<file path="src/shh_pkg.sv">
// Constants and carrier types for the sorting handler handshake block.
// Assumes a single 40 MHz system clock; pins are synchronised inside.
// Summary of operation
// - Every line marked with the slash prefix is asserted when low.
// - Output and input lines change meaning between single sort and list sweep; here list_sweep_mode_i changes only busy_o.
// - With external start selected, a rising start edge begins a measurement; the pulse is at least 1 us.
// - Measurement begins no sooner than 200 us and no later than 200 us plus display update time after start.
// - Analog-phase-done asserts when analog work ends; data is not valid before result-valid.
// - Result-valid asserts only after data and every judgment are valid.
// - About 1 ms of comparison separates analog-phase-done and result-valid.
// - Nine sort-class lines plus no-class-match and auxiliary lines are active-low outputs.
// - Primary-above-limit asserts when the primary value exceeds the top class limit.
// - Primary-below-limit asserts when the primary value is below the bottom class limit.
// - Secondary-outside-limit asserts when the secondary value leaves its range.
// - The bridge imbalance flag asserts whenever the bridge fails to balance.
// - While lockout is asserted, all front-panel keys are ignored.
// - The power-fail alarm asserts when a power failure is detected.
package shh_pkg;
  localparam int unsigned CLK_HZ       = 40_000_000;
  localparam int unsigned START_DLY_US = 200;
  localparam int unsigned MIN_PULSE_US = 1;
  localparam int unsigned COMPARE_US   = 1000;
  localparam int unsigned START_DLY_CYC = START_DLY_US * (CLK_HZ / 1_000_000);
  localparam int unsigned MIN_PULSE_CYC = MIN_PULSE_US * (CLK_HZ / 1_000_000);
  localparam int unsigned COMPARE_CYC   = COMPARE_US * (CLK_HZ / 1_000_000);
  localparam int unsigned CNT_W = 32;
  localparam int unsigned NUM_CLASS = 9;

  typedef enum logic [2:0] {
    SHH_IDLE    = 3'h0,
    SHH_DELAY   = 3'h1,
    SHH_ANALOG  = 3'h2,
    SHH_COMPARE = 3'h3,
    SHH_DONE    = 3'h4
  } shh_state_e;

  // Judgment results from the measuring core, active high
  typedef struct packed {
    logic [NUM_CLASS-1:0] sort_class_1_to_9;
    logic                 no_class_match;
    logic                 aux_class;
    logic                 primary_above_limit;
    logic                 primary_below_limit;
    logic                 secondary_outside_limit;
    logic                 bridge_imbalance_flag;
  } shh_judge_s;
endpackage

</file>
<file path="src/shh_handshake.sv">
// Handler handshake: start sequencing, phase strobes and judgment pins.
// Assumes the measuring core reports analog end and judgment results on
// clk_sys_i; handler pins are asynchronous and synchronised here.
`timescale 1ns/1ps
module shh_handshake (
  input  wire logic                      clk_sys_i,
  input  wire logic                      rst_i,
  input  wire logic                      external_start_pulse_n_i,
  input  wire logic                      external_start_source_i,
  input  wire logic                      list_sweep_mode_i,
  input  wire logic                      internal_start_i,
  input  wire logic [shh_pkg::CNT_W-1:0] display_cyc_i,
  input  wire logic                      analog_done_i,
  input  wire shh_pkg::shh_judge_s       judge_i,
  input  wire logic                      key_lockout_n_i,
  input  wire logic                      key_press_i,
  input  wire logic                      power_fail_i,
  output logic                           meas_start_o,
  output logic                           key_accept_o,
  output logic                           analog_phase_done_n_o,
  output logic                           result_valid_strobe_n_o,
  output shh_pkg::shh_judge_s            judge_n_o,
  output logic                           power_fail_alarm_n_o,
  output logic                           busy_o
);
  import shh_pkg::*;

  logic [1:0]       start_sync_reg;
  logic [1:0]       lock_sync_reg;
  logic [1:0]       pfail_sync_reg;
  logic             start_prev_reg;
  logic [CNT_W-1:0] low_cnt_reg;
  logic             pulse_ok_reg;
  shh_state_e       state_reg;
  logic [CNT_W-1:0] cnt_reg;
  logic [CNT_W-1:0] dly_target_reg;
  logic             start_lvl;
  logic             start_rise;
  logic             trig;
  logic             trig_taken;
  logic             delay_end;
  logic             compare_end;

  // True on the cycle that completes a count of target cycles; one
  // helper keeps the pulse, delay and compare end points consistent
  function automatic logic count_reached(
    input logic [CNT_W-1:0] cnt,
    input logic [CNT_W-1:0] target
  );
    count_reached = (cnt + 1'b1) >= target;
  endfunction

  // Start pin crosses in through two flops; idles high so reset is quiet
  always_ff @(posedge clk_sys_i or posedge rst_i) begin
    if (rst_i)
      start_sync_reg <= 2'h3;
    else
      start_sync_reg <= {start_sync_reg[0], external_start_pulse_n_i};
  end

  // Lockout pin, two flops; idles released
  always_ff @(posedge clk_sys_i or posedge rst_i) begin
    if (rst_i)
      lock_sync_reg <= 2'h3;
    else
      lock_sync_reg <= {lock_sync_reg[0], key_lockout_n_i};
  end

  // Power-fail detector, two flops; idles clear
  always_ff @(posedge clk_sys_i or posedge rst_i) begin
    if (rst_i)
      pfail_sync_reg <= 2'h0;
    else
      pfail_sync_reg <= {pfail_sync_reg[0], power_fail_i};
  end

  assign start_lvl   = start_sync_reg[1];
  assign delay_end   = (state_reg == SHH_DELAY)
                     && count_reached(cnt_reg, dly_target_reg);
  assign compare_end = (state_reg == SHH_COMPARE)
                     && count_reached(cnt_reg, CNT_W'(COMPARE_CYC));

  // Previous level for the edge detector; resets to the idle level so the
  // release of reset never looks like a rising edge
  always_ff @(posedge clk_sys_i or posedge rst_i) begin
    if (rst_i)
      start_prev_reg <= 1'h1;
    else
      start_prev_reg <= start_lvl;
  end

  // Width of the low phase is measured so glitches do not start a cycle
  always_ff @(posedge clk_sys_i or posedge rst_i) begin
    if (rst_i) begin
      low_cnt_reg  <= '0;
      pulse_ok_reg <= 1'h0;
    end else begin
      if (!start_lvl) begin
        if (low_cnt_reg < CNT_W'(MIN_PULSE_CYC))
          low_cnt_reg <= low_cnt_reg + 1'b1;
        pulse_ok_reg <= count_reached(low_cnt_reg, CNT_W'(MIN_PULSE_CYC));
      end else begin
        low_cnt_reg  <= '0;
        pulse_ok_reg <= 1'h0;
      end
    end
  end

  // Rising edge of the active-low pulse ends it and fires the trigger
  assign start_rise = start_lvl && !start_prev_reg && pulse_ok_reg;
  assign trig       = external_start_source_i ? start_rise
                                              : internal_start_i;
  // Taken only in idle or once the result is out, so back to back is ok;
  // triggers during a running measurement are dropped
  assign trig_taken = trig
                    && (state_reg == SHH_IDLE || state_reg == SHH_DONE);

  // Start delay target is captured as the trigger is taken, so a display
  // time that changes mid-delay cannot shorten the floor
  always_ff @(posedge clk_sys_i or posedge rst_i) begin
    if (rst_i)
      dly_target_reg <= '0;
    else if (trig_taken)
      dly_target_reg <= CNT_W'(START_DLY_CYC) + display_cyc_i;
  end

  // Phase sequencing; the counter is shared by the delay and compare phases
  always_ff @(posedge clk_sys_i or posedge rst_i) begin
    if (rst_i) begin
      state_reg <= SHH_IDLE;
      cnt_reg   <= '0;
    end else begin
      unique case (state_reg)
        SHH_IDLE, SHH_DONE: begin
          if (trig) begin
            state_reg <= SHH_DELAY;
            cnt_reg   <= '0;
          end
        end
        SHH_DELAY: begin
          cnt_reg <= cnt_reg + 1'b1;
          // Display time is at most added; never shorter than the floor
          if (delay_end) begin
            state_reg <= SHH_ANALOG;
            cnt_reg   <= '0;
          end
        end
        SHH_ANALOG: begin
          if (analog_done_i) begin
            state_reg <= SHH_COMPARE;
            cnt_reg   <= '0;
          end
        end
        SHH_COMPARE: begin
          cnt_reg <= cnt_reg + 1'b1;
          if (compare_end) begin
            state_reg <= SHH_DONE;
          end
        end
        // Unused codes fall back to idle rather than lock up
        default: begin
          state_reg <= SHH_IDLE;
          cnt_reg   <= '0;
        end
      endcase
    end
  end

  // Start strobe toward the measuring core, one cycle
  always_ff @(posedge clk_sys_i or posedge rst_i) begin
    if (rst_i)
      meas_start_o <= 1'h0;
    else
      meas_start_o <= delay_end;
  end

  // Judgments latched inverted at the end of comparison and held until
  // the next result; the pins come straight from flops, free of glitches
  always_ff @(posedge clk_sys_i or posedge rst_i) begin
    if (rst_i)
      judge_n_o <= '1;
    else if (compare_end)
      judge_n_o <= ~judge_i;
  end

  // Analog-phase-done stays asserted through comparison and result; the
  // handler may swap the part from here on
  always_ff @(posedge clk_sys_i or posedge rst_i) begin
    if (rst_i)
      analog_phase_done_n_o <= 1'h1;
    else
      analog_phase_done_n_o <= !(state_reg == SHH_COMPARE
                                 || state_reg == SHH_DONE);
  end

  // Result-valid trails the judgment latch by one edge, so a handler that
  // samples on the strobe never sees the previous judgments
  always_ff @(posedge clk_sys_i or posedge rst_i) begin
    if (rst_i)
      result_valid_strobe_n_o <= 1'h1;
    else
      result_valid_strobe_n_o <= !(state_reg == SHH_DONE);
  end

  // Alarm follows the synchronised detector level, no latching
  always_ff @(posedge clk_sys_i or posedge rst_i) begin
    if (rst_i)
      power_fail_alarm_n_o <= 1'h1;
    else
      power_fail_alarm_n_o <= !pfail_sync_reg[1];
  end

  // Key presses pass only while the synchronised lockout is released
  always_ff @(posedge clk_sys_i or posedge rst_i) begin
    if (rst_i)
      key_accept_o <= 1'h0;
    else
      key_accept_o <= key_press_i && lock_sync_reg[1];
  end

  // In list sweep, busy covers only the start delay; the per-step phases
  // are reported on the strobes instead
  assign busy_o = ((state_reg != SHH_IDLE) && (state_reg != SHH_DONE)
                   && !list_sweep_mode_i)
                || (state_reg == SHH_DELAY);
endmodule

</file>
<file path="config.mk">
export PLATFORM = sky130hd
export DESIGN_NAME = shh_handshake
export DESIGN_NICKNAME = d
export VERILOG_FILES = /design/src/shh_pkg.sv /design/src/shh_handshake.sv
export SDC_FILE = /design/constraint.sdc
export NUM_CORES = 1
export LEC_CHECK = 0
export BUFFER_PORTS_ARGS = -buffer_cell sky130_fd_sc_hd__buf_2
export CAP_MARGIN = 20
export CORE_AREA = 2 2 117 119
export CTS_CLUSTER_SIZE = 12
export DETAILED_ROUTE_END_ITERATION = 8
export DIE_AREA = 0 0 119 121
export PLACE_DENSITY = 0.79
export SLEW_MARGIN = 20
export SYNTH_ARGS = -nofsm -noshare
export SYNTH_HDL_FRONTEND = slang
export SYNTH_SLANG_ARGS = --single-unit
export TNS_END_PERCENT = 100
</file>
<file path="constraint.sdc">
create_clock -name clk_sys_i -period 11 [get_ports clk_sys_i]
set_input_delay 0.55 -clock clk_sys_i [delete_from_list [all_inputs] [get_ports clk_sys_i]]
set_output_delay 0.55 -clock clk_sys_i [all_outputs]
set_load 0.05 [all_outputs]
</file>
==> metrics.txt, run 1 <==
run status=complete, no violations; initial standard-cell utilization of the core=0.5867; initial antenna violation count=0; vias in the first global route=about 6100; Post-Syn Area per Cell=8.938 sq um; routed length per instance=15.04 um; number of slew-limit violations in the final report=0; largest net degree at the start of global routing=approximately 80; critical path fanouts, max=41; ant diodes=0; Comb power frac=0.391; fraction of layout instances using a drive strength above 1=0.1590; largest delay contributor family on the critical path=simple AND/OR/NAND/NOR gates; number of buffer and inverter instances along the worst setup path=0; setup repair after global routing missed its margin=no; power spent charging and discharging nets=830.9 uW; P per Cell Area=roughly 230 mW/mm^2; core region area=0.01309 sq mm; later-pin clock latency in the skew report=0.41 ns; delay of the slowest cell on the worst path=around 0.94 ns; area enclosed by the die boundary=around 0.014 sq mm; minimum period implied by the final worst setup slack=around 5 ns; data arrival at the endpoint of the critical path=5.26 ns; CTS tree=yes; buffer type at the clock tree root=sky130_fd_sc_hd__clkbuf_16; horizontal die dimension=roughly 120 um; worst clock skew=between 0.01 and 0.015 ns; Post-DRT Antenna Nets=0; Global Route Usage Sum=0.2468; Power Internal=roughly 1200 uW; Resize count post-CTS=0; achievable clock frequency=slightly above 200 MHz; # rows=42; required time at the endpoint of the critical path=about 11 ns; drt via density=just under 6; post-route standard cell area excluding fillers=between 0.008 and 0.009 sq mm; fin crit share=0.4512; post-detail-place hpwl=~12000 um; worst supply voltage drop on vdd=around 0.19 mV; Crit path depth=14; cell depth of the worst flop-to-flop path=14; sequential fraction of design power=0.357; type of the worst setup path=reg2reg; RR Endpoint=cnt_reg[24]; static power due to leakage=about 0.0041 uW; distinct cell type count of the synthesized netlist=61; area of the mapped netlist=0.007677 sq mm; hold buffers post-CTS=0; critical path launch point=cnt_reg[0]; count of maximum capacitance violations=0; count of fill cells added during filler insertion=between 1000 and 1500; share of async-settable or async-resettable flops after synthesis=1.000; synthesis-stage register bit count=~130; routed wire length=~17000 um; clock transition at the register clock pins on the worst setup and hold paths after CTS=about 0.060 ns; number of nets at the end of the flow=between 1000 and 1500; DRC violation count after routing=0; clk buf depth=2; Max stage delay cell, worst path=sky130_fd_sc_hd__a41oi_4; overall via count from detail_route=roughly 6400; area growth from synthesis to final layout=13.27%; Post-CTS Setup Bufs=0; R2R setup slack=between 6 and 7 ns; switching share of power=0.4070; number of iterations in the first detailed-routing pass=5; transition time at the pin with the least slew margin=1.038 ns; global-route wire length before repair=approximately 29000 um; height of the die=approximately 120 um; number of sinks on the clock net=127; GP Congestion=about 0.86; type of the most critical hold path=in2async; last element of the critical path=cnt_reg[24]; Post-Synthesis Net Count=952; Final setup violation count=0; smallest setup slack after layout=around 6.0 ns; number of top-level design ports=78; count of input and output buffers=77; TritonCTS Buffers=17; sum of negative setup slack=0 ns; Seq/Total Area, Yosys=0.4177; Warnings, synthesis=0; CP Capture Type=flop; total congestion overflow after global routing=0; number of failing hold endpoints at the final stage=0; startpoint of the most critical register-to-register path=cnt_reg[0]; Synth Flop Type=sky130_fd_sc_hd__dfrtp_1; H-tree Lvls=4; post-synthesis instance total=around 860; startpoint class of the critical path=flop; Post-synth EDFFs=0; power share of the clock group=0.252; cell breakdown of the critical path=ha_1 -> and2_1 -> nand3_2 -> nor4_1 -> xor2_1 -> ha_1 -> nand2_1 -> nor3_1 -> and3_1 -> and3_1 -> nand4_1 -> a41oi_4 -> o21ai_0 -> a21o_1; minimum setup slack after placement=between 6 and 7 ns; DP Area=slightly above 0.008 sq mm; worst rel slew slack=0.3055; First DRT Iteration DRCs=530
## final cells by class
| type | count | area [sq um] | area share |
|---|---|---|---|
| Sequential cell | 127 | 3207 | 0.3688 |
| Inverter | 48 | 182.7 | 0.02101 |
| Clock buffer | 27 | 515.5 | 0.05928 |
| Tap cell | 176 | 220.2 | 0.02532 |
| Clock inverter | 5 | 31.28 | 0.003597 |
| Multi-Input combinational cell | 642 | 4096 | 0.4711 |
| Timing Repair Buffer | 82 | 442.9 | 0.05094 |
## cells in the final DEF, fill, tap and decap left out, drive strengths merged, types with 4 or more instances in the layout
master / instances
inv: 48
a21oi: 35
and3: 18
xor2: 36
nand3: 42
a211oi: 12
clkbuf: 27
buf: 82
nor3b: 6
and2: 25
mux2i: 5
and4: 9
o31ai: 16
ha: 36
dfrtp: 104
a21o: 18
nor2b: 16
nand4: 27
nor3: 19
nand2: 84
o21ai: 57
nor2: 61
or2: 4
clkinv: 4
nor4: 19
nand2b: 18
xnor2: 26
a31oi: 8
dfstp: 23
or3: 11
## power groups by stage
stage | combinational, uW | clock [uW] | sequential (uW)
4_1_cts | 798 | 521 | 728
3_5_place_dp | 790 | 0 | 735
2_1_floorplan | 580 | 0 | 808
5_1_grt | 896 | 543 | 751
6_report | 798 | 514 | 729
3_3_place_gp | 771 | 0 | 726
## per-stage QoR
stage                     hold slack, ns  std cells  utilization  power [uW]
after CTS                         0.2185       1106       0.6625        2048
after global routing              0.2134       1107       0.6646        2190
after floorplan                   0.3312        859            -        1388
final                             0.1999       1107       0.6646        2042
after detailed placement          0.3444       1074       0.6207        1524
after global placement            0.3337       1074       0.6207        1497
## worst min-delay path by stage
stage	startpoint	end	cells after the start	slack [ns]
5_1_grt	key_lockout_n_i	lock_sync_reg[0]	1	0.21
4_1_cts	rst_i	dly_target_reg[12]	2	0.22
3_3_place_gp	pfail_sync_reg[0]	pfail_sync_reg[1]	0	0.33
3_5_place_dp	pfail_sync_reg[0]	pfail_sync_reg[1]	0	0.34
6_report	rst_i	dly_target_reg[12]	2	0.20
2_1_floorplan	pfail_sync_reg[0]	pfail_sync_reg[1]	0	0.33
## cells by family (layout without fill, tap and decap cells)
group / after synthesis / in the layout / synth area share
adder cells (fa/ha/maj): 36 / 36 / 0.05867
XOR/XNOR: 62 / 62 / 0.07073
flip-flops: 127 / 127 / 0.4177
multiplexers: 7 / 7 / 0.009452
buffers and inverters: 90 / 162 / 0.05036
AND/OR/NAND/NOR: 366 / 366 / 0.2533
AO/OA/AOI/OAI: 171 / 171 / 0.1398
## layer usage
layer / vias to the layer above / share of wire / track usage
li1: 3153 / - / -
met1: 3040 / 0.45 / 0.3247
met2: 163 / 0.48 / 0.4106
met3: 26 / 0.045 / 0.05404
met4: 0 / 0.017 / 0.07366
met5: - / 0 / 0
## synth_stat cells, drive strengths merged, types with 25 or more instances
master  count  area (sq um)
a21oi      35         175.2
and2       25         156.4
dfrtp     104          2603
ha         36         450.4
inv        48         180.2
nand2      84         315.3
nand3      42         220.2
nand4      27         168.9
nor2       61         229.0
o21ai      57         285.3
xnor2      26         227.7
xor2       36         315.3
(Power assumes the default switching activity.)
==> inputs of run 2 (changes only) <==
ABC_AREA = 1   (was not set)
CORE_AREA = 2 2 121 123   (was 2 2 117 119)
DIE_AREA = 0 0 123 125   (was 0 0 119 121)
clock period = 4.88 ns   (was 11 ns; I/O delays follow)
==> metrics.txt, run 2 <==
horizontal die dimension=between 100 and 150 um; Post-DRT Antenna Nets=0; number of iterations in the first detailed-routing pass=5; Seq/Total Area, Yosys=0.3872; worst clock skew=between 0.007 and 0.008 ns; H-tree Lvls=4; area of the mapped netlist=around 0.0083 sq mm; vias in the first global route=between 7000 and 8000; number of top-level design ports=78; # rows=44; number of buffer and inverter instances along the worst setup path=4; power spent charging and discharging nets=1129 uW; post-detail-place hpwl=between 10000 and 15000 um; clock transition at the register clock pins on the worst setup and hold paths after CTS=around 0.06 ns; DRC violation count after routing=0; run status=complete, no violations; area enclosed by the die boundary=~0.015 sq mm; most common cell in the synthesized netlist=sky130_fd_sc_hd__nand2_1; clk buf depth=2; type of the worst setup path=reg2reg; global-route wire length before repair=around 34000 um; data arrival at the endpoint of the critical path=between 3 and 4 ns; Met3 Wirelength=~970 um; worst supply voltage drop on vdd=about 0.25 mV; fin crit share=0.7387; number of sinks on the clock net=around 130; delay of the slowest cell on the worst path=0.47 ns; power share of the clock group=0.368; count of maximum capacitance violations=0; initial standard-cell utilization of the core=0.5831; static power due to leakage=roughly 0.0048 uW; Resize count post-CTS=0; synthesis-stage register bit count=approximately 130; hold slack=0.02069 ns; minimum period implied by the final worst setup slack=between 3 and 4 ns; Power Internal=roughly 2300 uW; required time at the endpoint of the critical path=approximately 5.2 ns; transition time at the pin with the least slew margin=about 1.1 ns; area growth from synthesis to final layout=16.15%; First DRT Iteration DRCs=between 600 and 700; switching share of power=0.3261; sequential fraction of design power=0.379; Warnings, synthesis=0; ant diodes=0; initial antenna violation count=0; most repeated library cell on the critical path=sky130_fd_sc_hd__nand2_1; Comb power frac=0.253; routed wire length=approximately 20000 um; Synth Flop Type=sky130_fd_sc_hd__dfrtp_1; post-route standard cell area excluding fillers=around 0.0096 sq mm; routed length on met2=just over 9000 um; Final setup violation count=0; TritonCTS Buffers=17; startpoint class of the critical path=flop; uppermost signal routing layer after detailed routing=met4; most common cell after layout, fill and taps aside=sky130_fd_sc_hd__nand2_1; Global Route Usage Sum=0.2749; achievable clock frequency=between 200 and 300 MHz; worst rel slew slack=0.2973; number of slew-limit violations in the final report=0; Post-Layout Cell Count=about 1500; CTS tree=yes; Post-synth EDFFs=0; buffer type at the clock tree root=sky130_fd_sc_hd__clkbuf_16; total congestion overflow after global routing=0; number of nets at the end of the flow=1349; core region area=around 0.014 sq mm; P per Cell Area=roughly 360 mW/mm^2; top area cells in the synthesized netlist=sky130_fd_sc_hd__dfrtp_1 31%, sky130_fd_sc_hd__nand2_1 15%, sky130_fd_sc_hd__inv_1 7.7%; overall via count from detail_route=around 7600; DP Area=between 0.008 and 0.009 sq mm; largest delay contributor family on the critical path=simple AND/OR/NAND/NOR gates; Post-Syn Area per Cell=a little over 7 sq um; largest net degree at the start of global routing=52; detailed-routing wirelength on met1=about 9100 um; hold buffers post-CTS=19; routed length per instance=~14 um; post-synthesis instance total=1161; most common library cells after synthesis=331 x sky130_fd_sc_hd__nand2_1, 170 x sky130_fd_sc_hd__inv_1, 133 x sky130_fd_sc_hd__nor2_1; top-area cell type share of the netlist area=0.3142; top library cells by usage in the layout, fill and taps aside=331 x sky130_fd_sc_hd__nand2_1, 169 x sky130_fd_sc_hd__inv_1, 131 x sky130_fd_sc_hd__nor2_1, 104 x sky130_fd_sc_hd__dfrtp_1, 84 x sky130_fd_sc_hd__nand3_1; Max stage delay cell, worst path=sky130_fd_sc_hd__a21oi_2; fraction of layout instances using a drive strength above 1=0.1434; number of placed cells counting well taps=approximately 1400; type of the most critical hold path=in2reg; cell breakdown of the critical path=ha_1 -> nand2_1 -> nor2_1 -> nand2_1 -> nor2_1 -> or2_2 -> nand2_1 -> inv_1 -> ha_1 -> inv_1 -> nor3_1 -> a211oi_1 -> nand2_1 -> a21oi_2 -> buf_4 -> buf_4 -> nand4_1 -> nand3_1; CP Capture Type=flop; cell type contributing the most total cell area after synthesis=sky130_fd_sc_hd__dfrtp_1; drt via density=approximately 5.2; Post-CTS Setup Bufs=0; Post-Synthesis Net Count=1254; share of async-settable or async-resettable flops after synthesis=1.000; number of failing hold endpoints at the final stage=0; count of input and output buffers=77; setup repair after global routing missed its margin=no; GP Congestion=approximately 0.98; height of the die=between 100 and 150 um; critical path fanouts, max=17; sum of negative setup slack=0 ns; later-pin clock latency in the skew report=0.42 ns; distinct cell type count of the synthesized netlist=44
[run 2: cell count changes in the layout (fill, tap and decap cells not counted), sizes merged, moves of 19 or more]
| cell | previous run | this run |
|---|---|---|
| nand2 | 84 | 339 |
| nand3 | 42 | 86 |
| dlygate4sd3 | 0 | 19 |
| inv | 48 | 171 |
| nor2 | 61 | 142 |
| and2 | 25 | 1 |
| nand4 | 27 | 50 |
[run 2: logic make-up after synthesis]
group | after synthesis | share of synthesized area
AOI/OAI and AO/OA | 99 | 0.07388
xor gates and xnor gates | 46 | 0.04956
adders and majority gates | 36 | 0.05439
buffers and inverters | 198 | 0.09427
DFF | 127 | 0.3872
and+or+nand+nor | 655 | 0.3407
[run 2: layer usage]
layer / GRT usage / up-vias
met2: 0.4459 / 195
met5: 0 / -
li1: - / 3910
met3: 0.04973 / 29
met1: 0.3728 / 3486
met4: 0.08890 / 0
[run 2: power groups by stage]
stage	Clock [uW]	Combinational (uW)	Sequential, uW
after floorplan	0	620	1330
after global placement	0	839	1320
after detailed placement	0	857	1330
after CTS	1280	880	1310
after global routing	1330	1020	1340
final	1270	875	1310
[run 2: path summary, 6_finish.rpt]
kind	startpoint	to	slack [ns]	cells after the start
min	key_press_i	key_accept_o	0.02	3
min reg2reg	lock_sync_reg[0]	lock_sync_reg[1]	0.35	0
max	cnt_reg[0]	cnt_reg[10]	1.28	18
max reg2reg	cnt_reg[0]	cnt_reg[10]	1.28	18
min in group asynchronous	rst_i	key_accept_o	0.44	3
max in group asynchronous	rst_i	dly_target_reg[11]	3.46	4
[run 2: tightest hold or removal path: cells and delay by family]
| family | cells | cell delay [ns] |
|---|---|---|
| buffers and inverters | 2 | 0.11 |
| AND/OR/NAND/NOR | 1 | 0.04 |
[run 2: cell type report]
class	count	area, sq um
clock buffers	23	498.0
clock inverters	9	106.4
fillers	1254	4584
inverters	171	644.4
multi-input cells	836	4305
flip-flops and latches	127	3207
well taps	184	230.2
repair buffers	103	628.1
[run 2: stage by stage]
stage          setup WS (ns)  utilization  power [uW]
6_report               1.275       0.6772        3464
5_1_grt               0.9884       0.6772        3685
4_1_cts                1.333       0.6772        3477
3_5_place_dp           1.361       0.6213        2187
3_3_place_gp           1.446       0.6213        2162
2_1_floorplan          1.290            -        1948
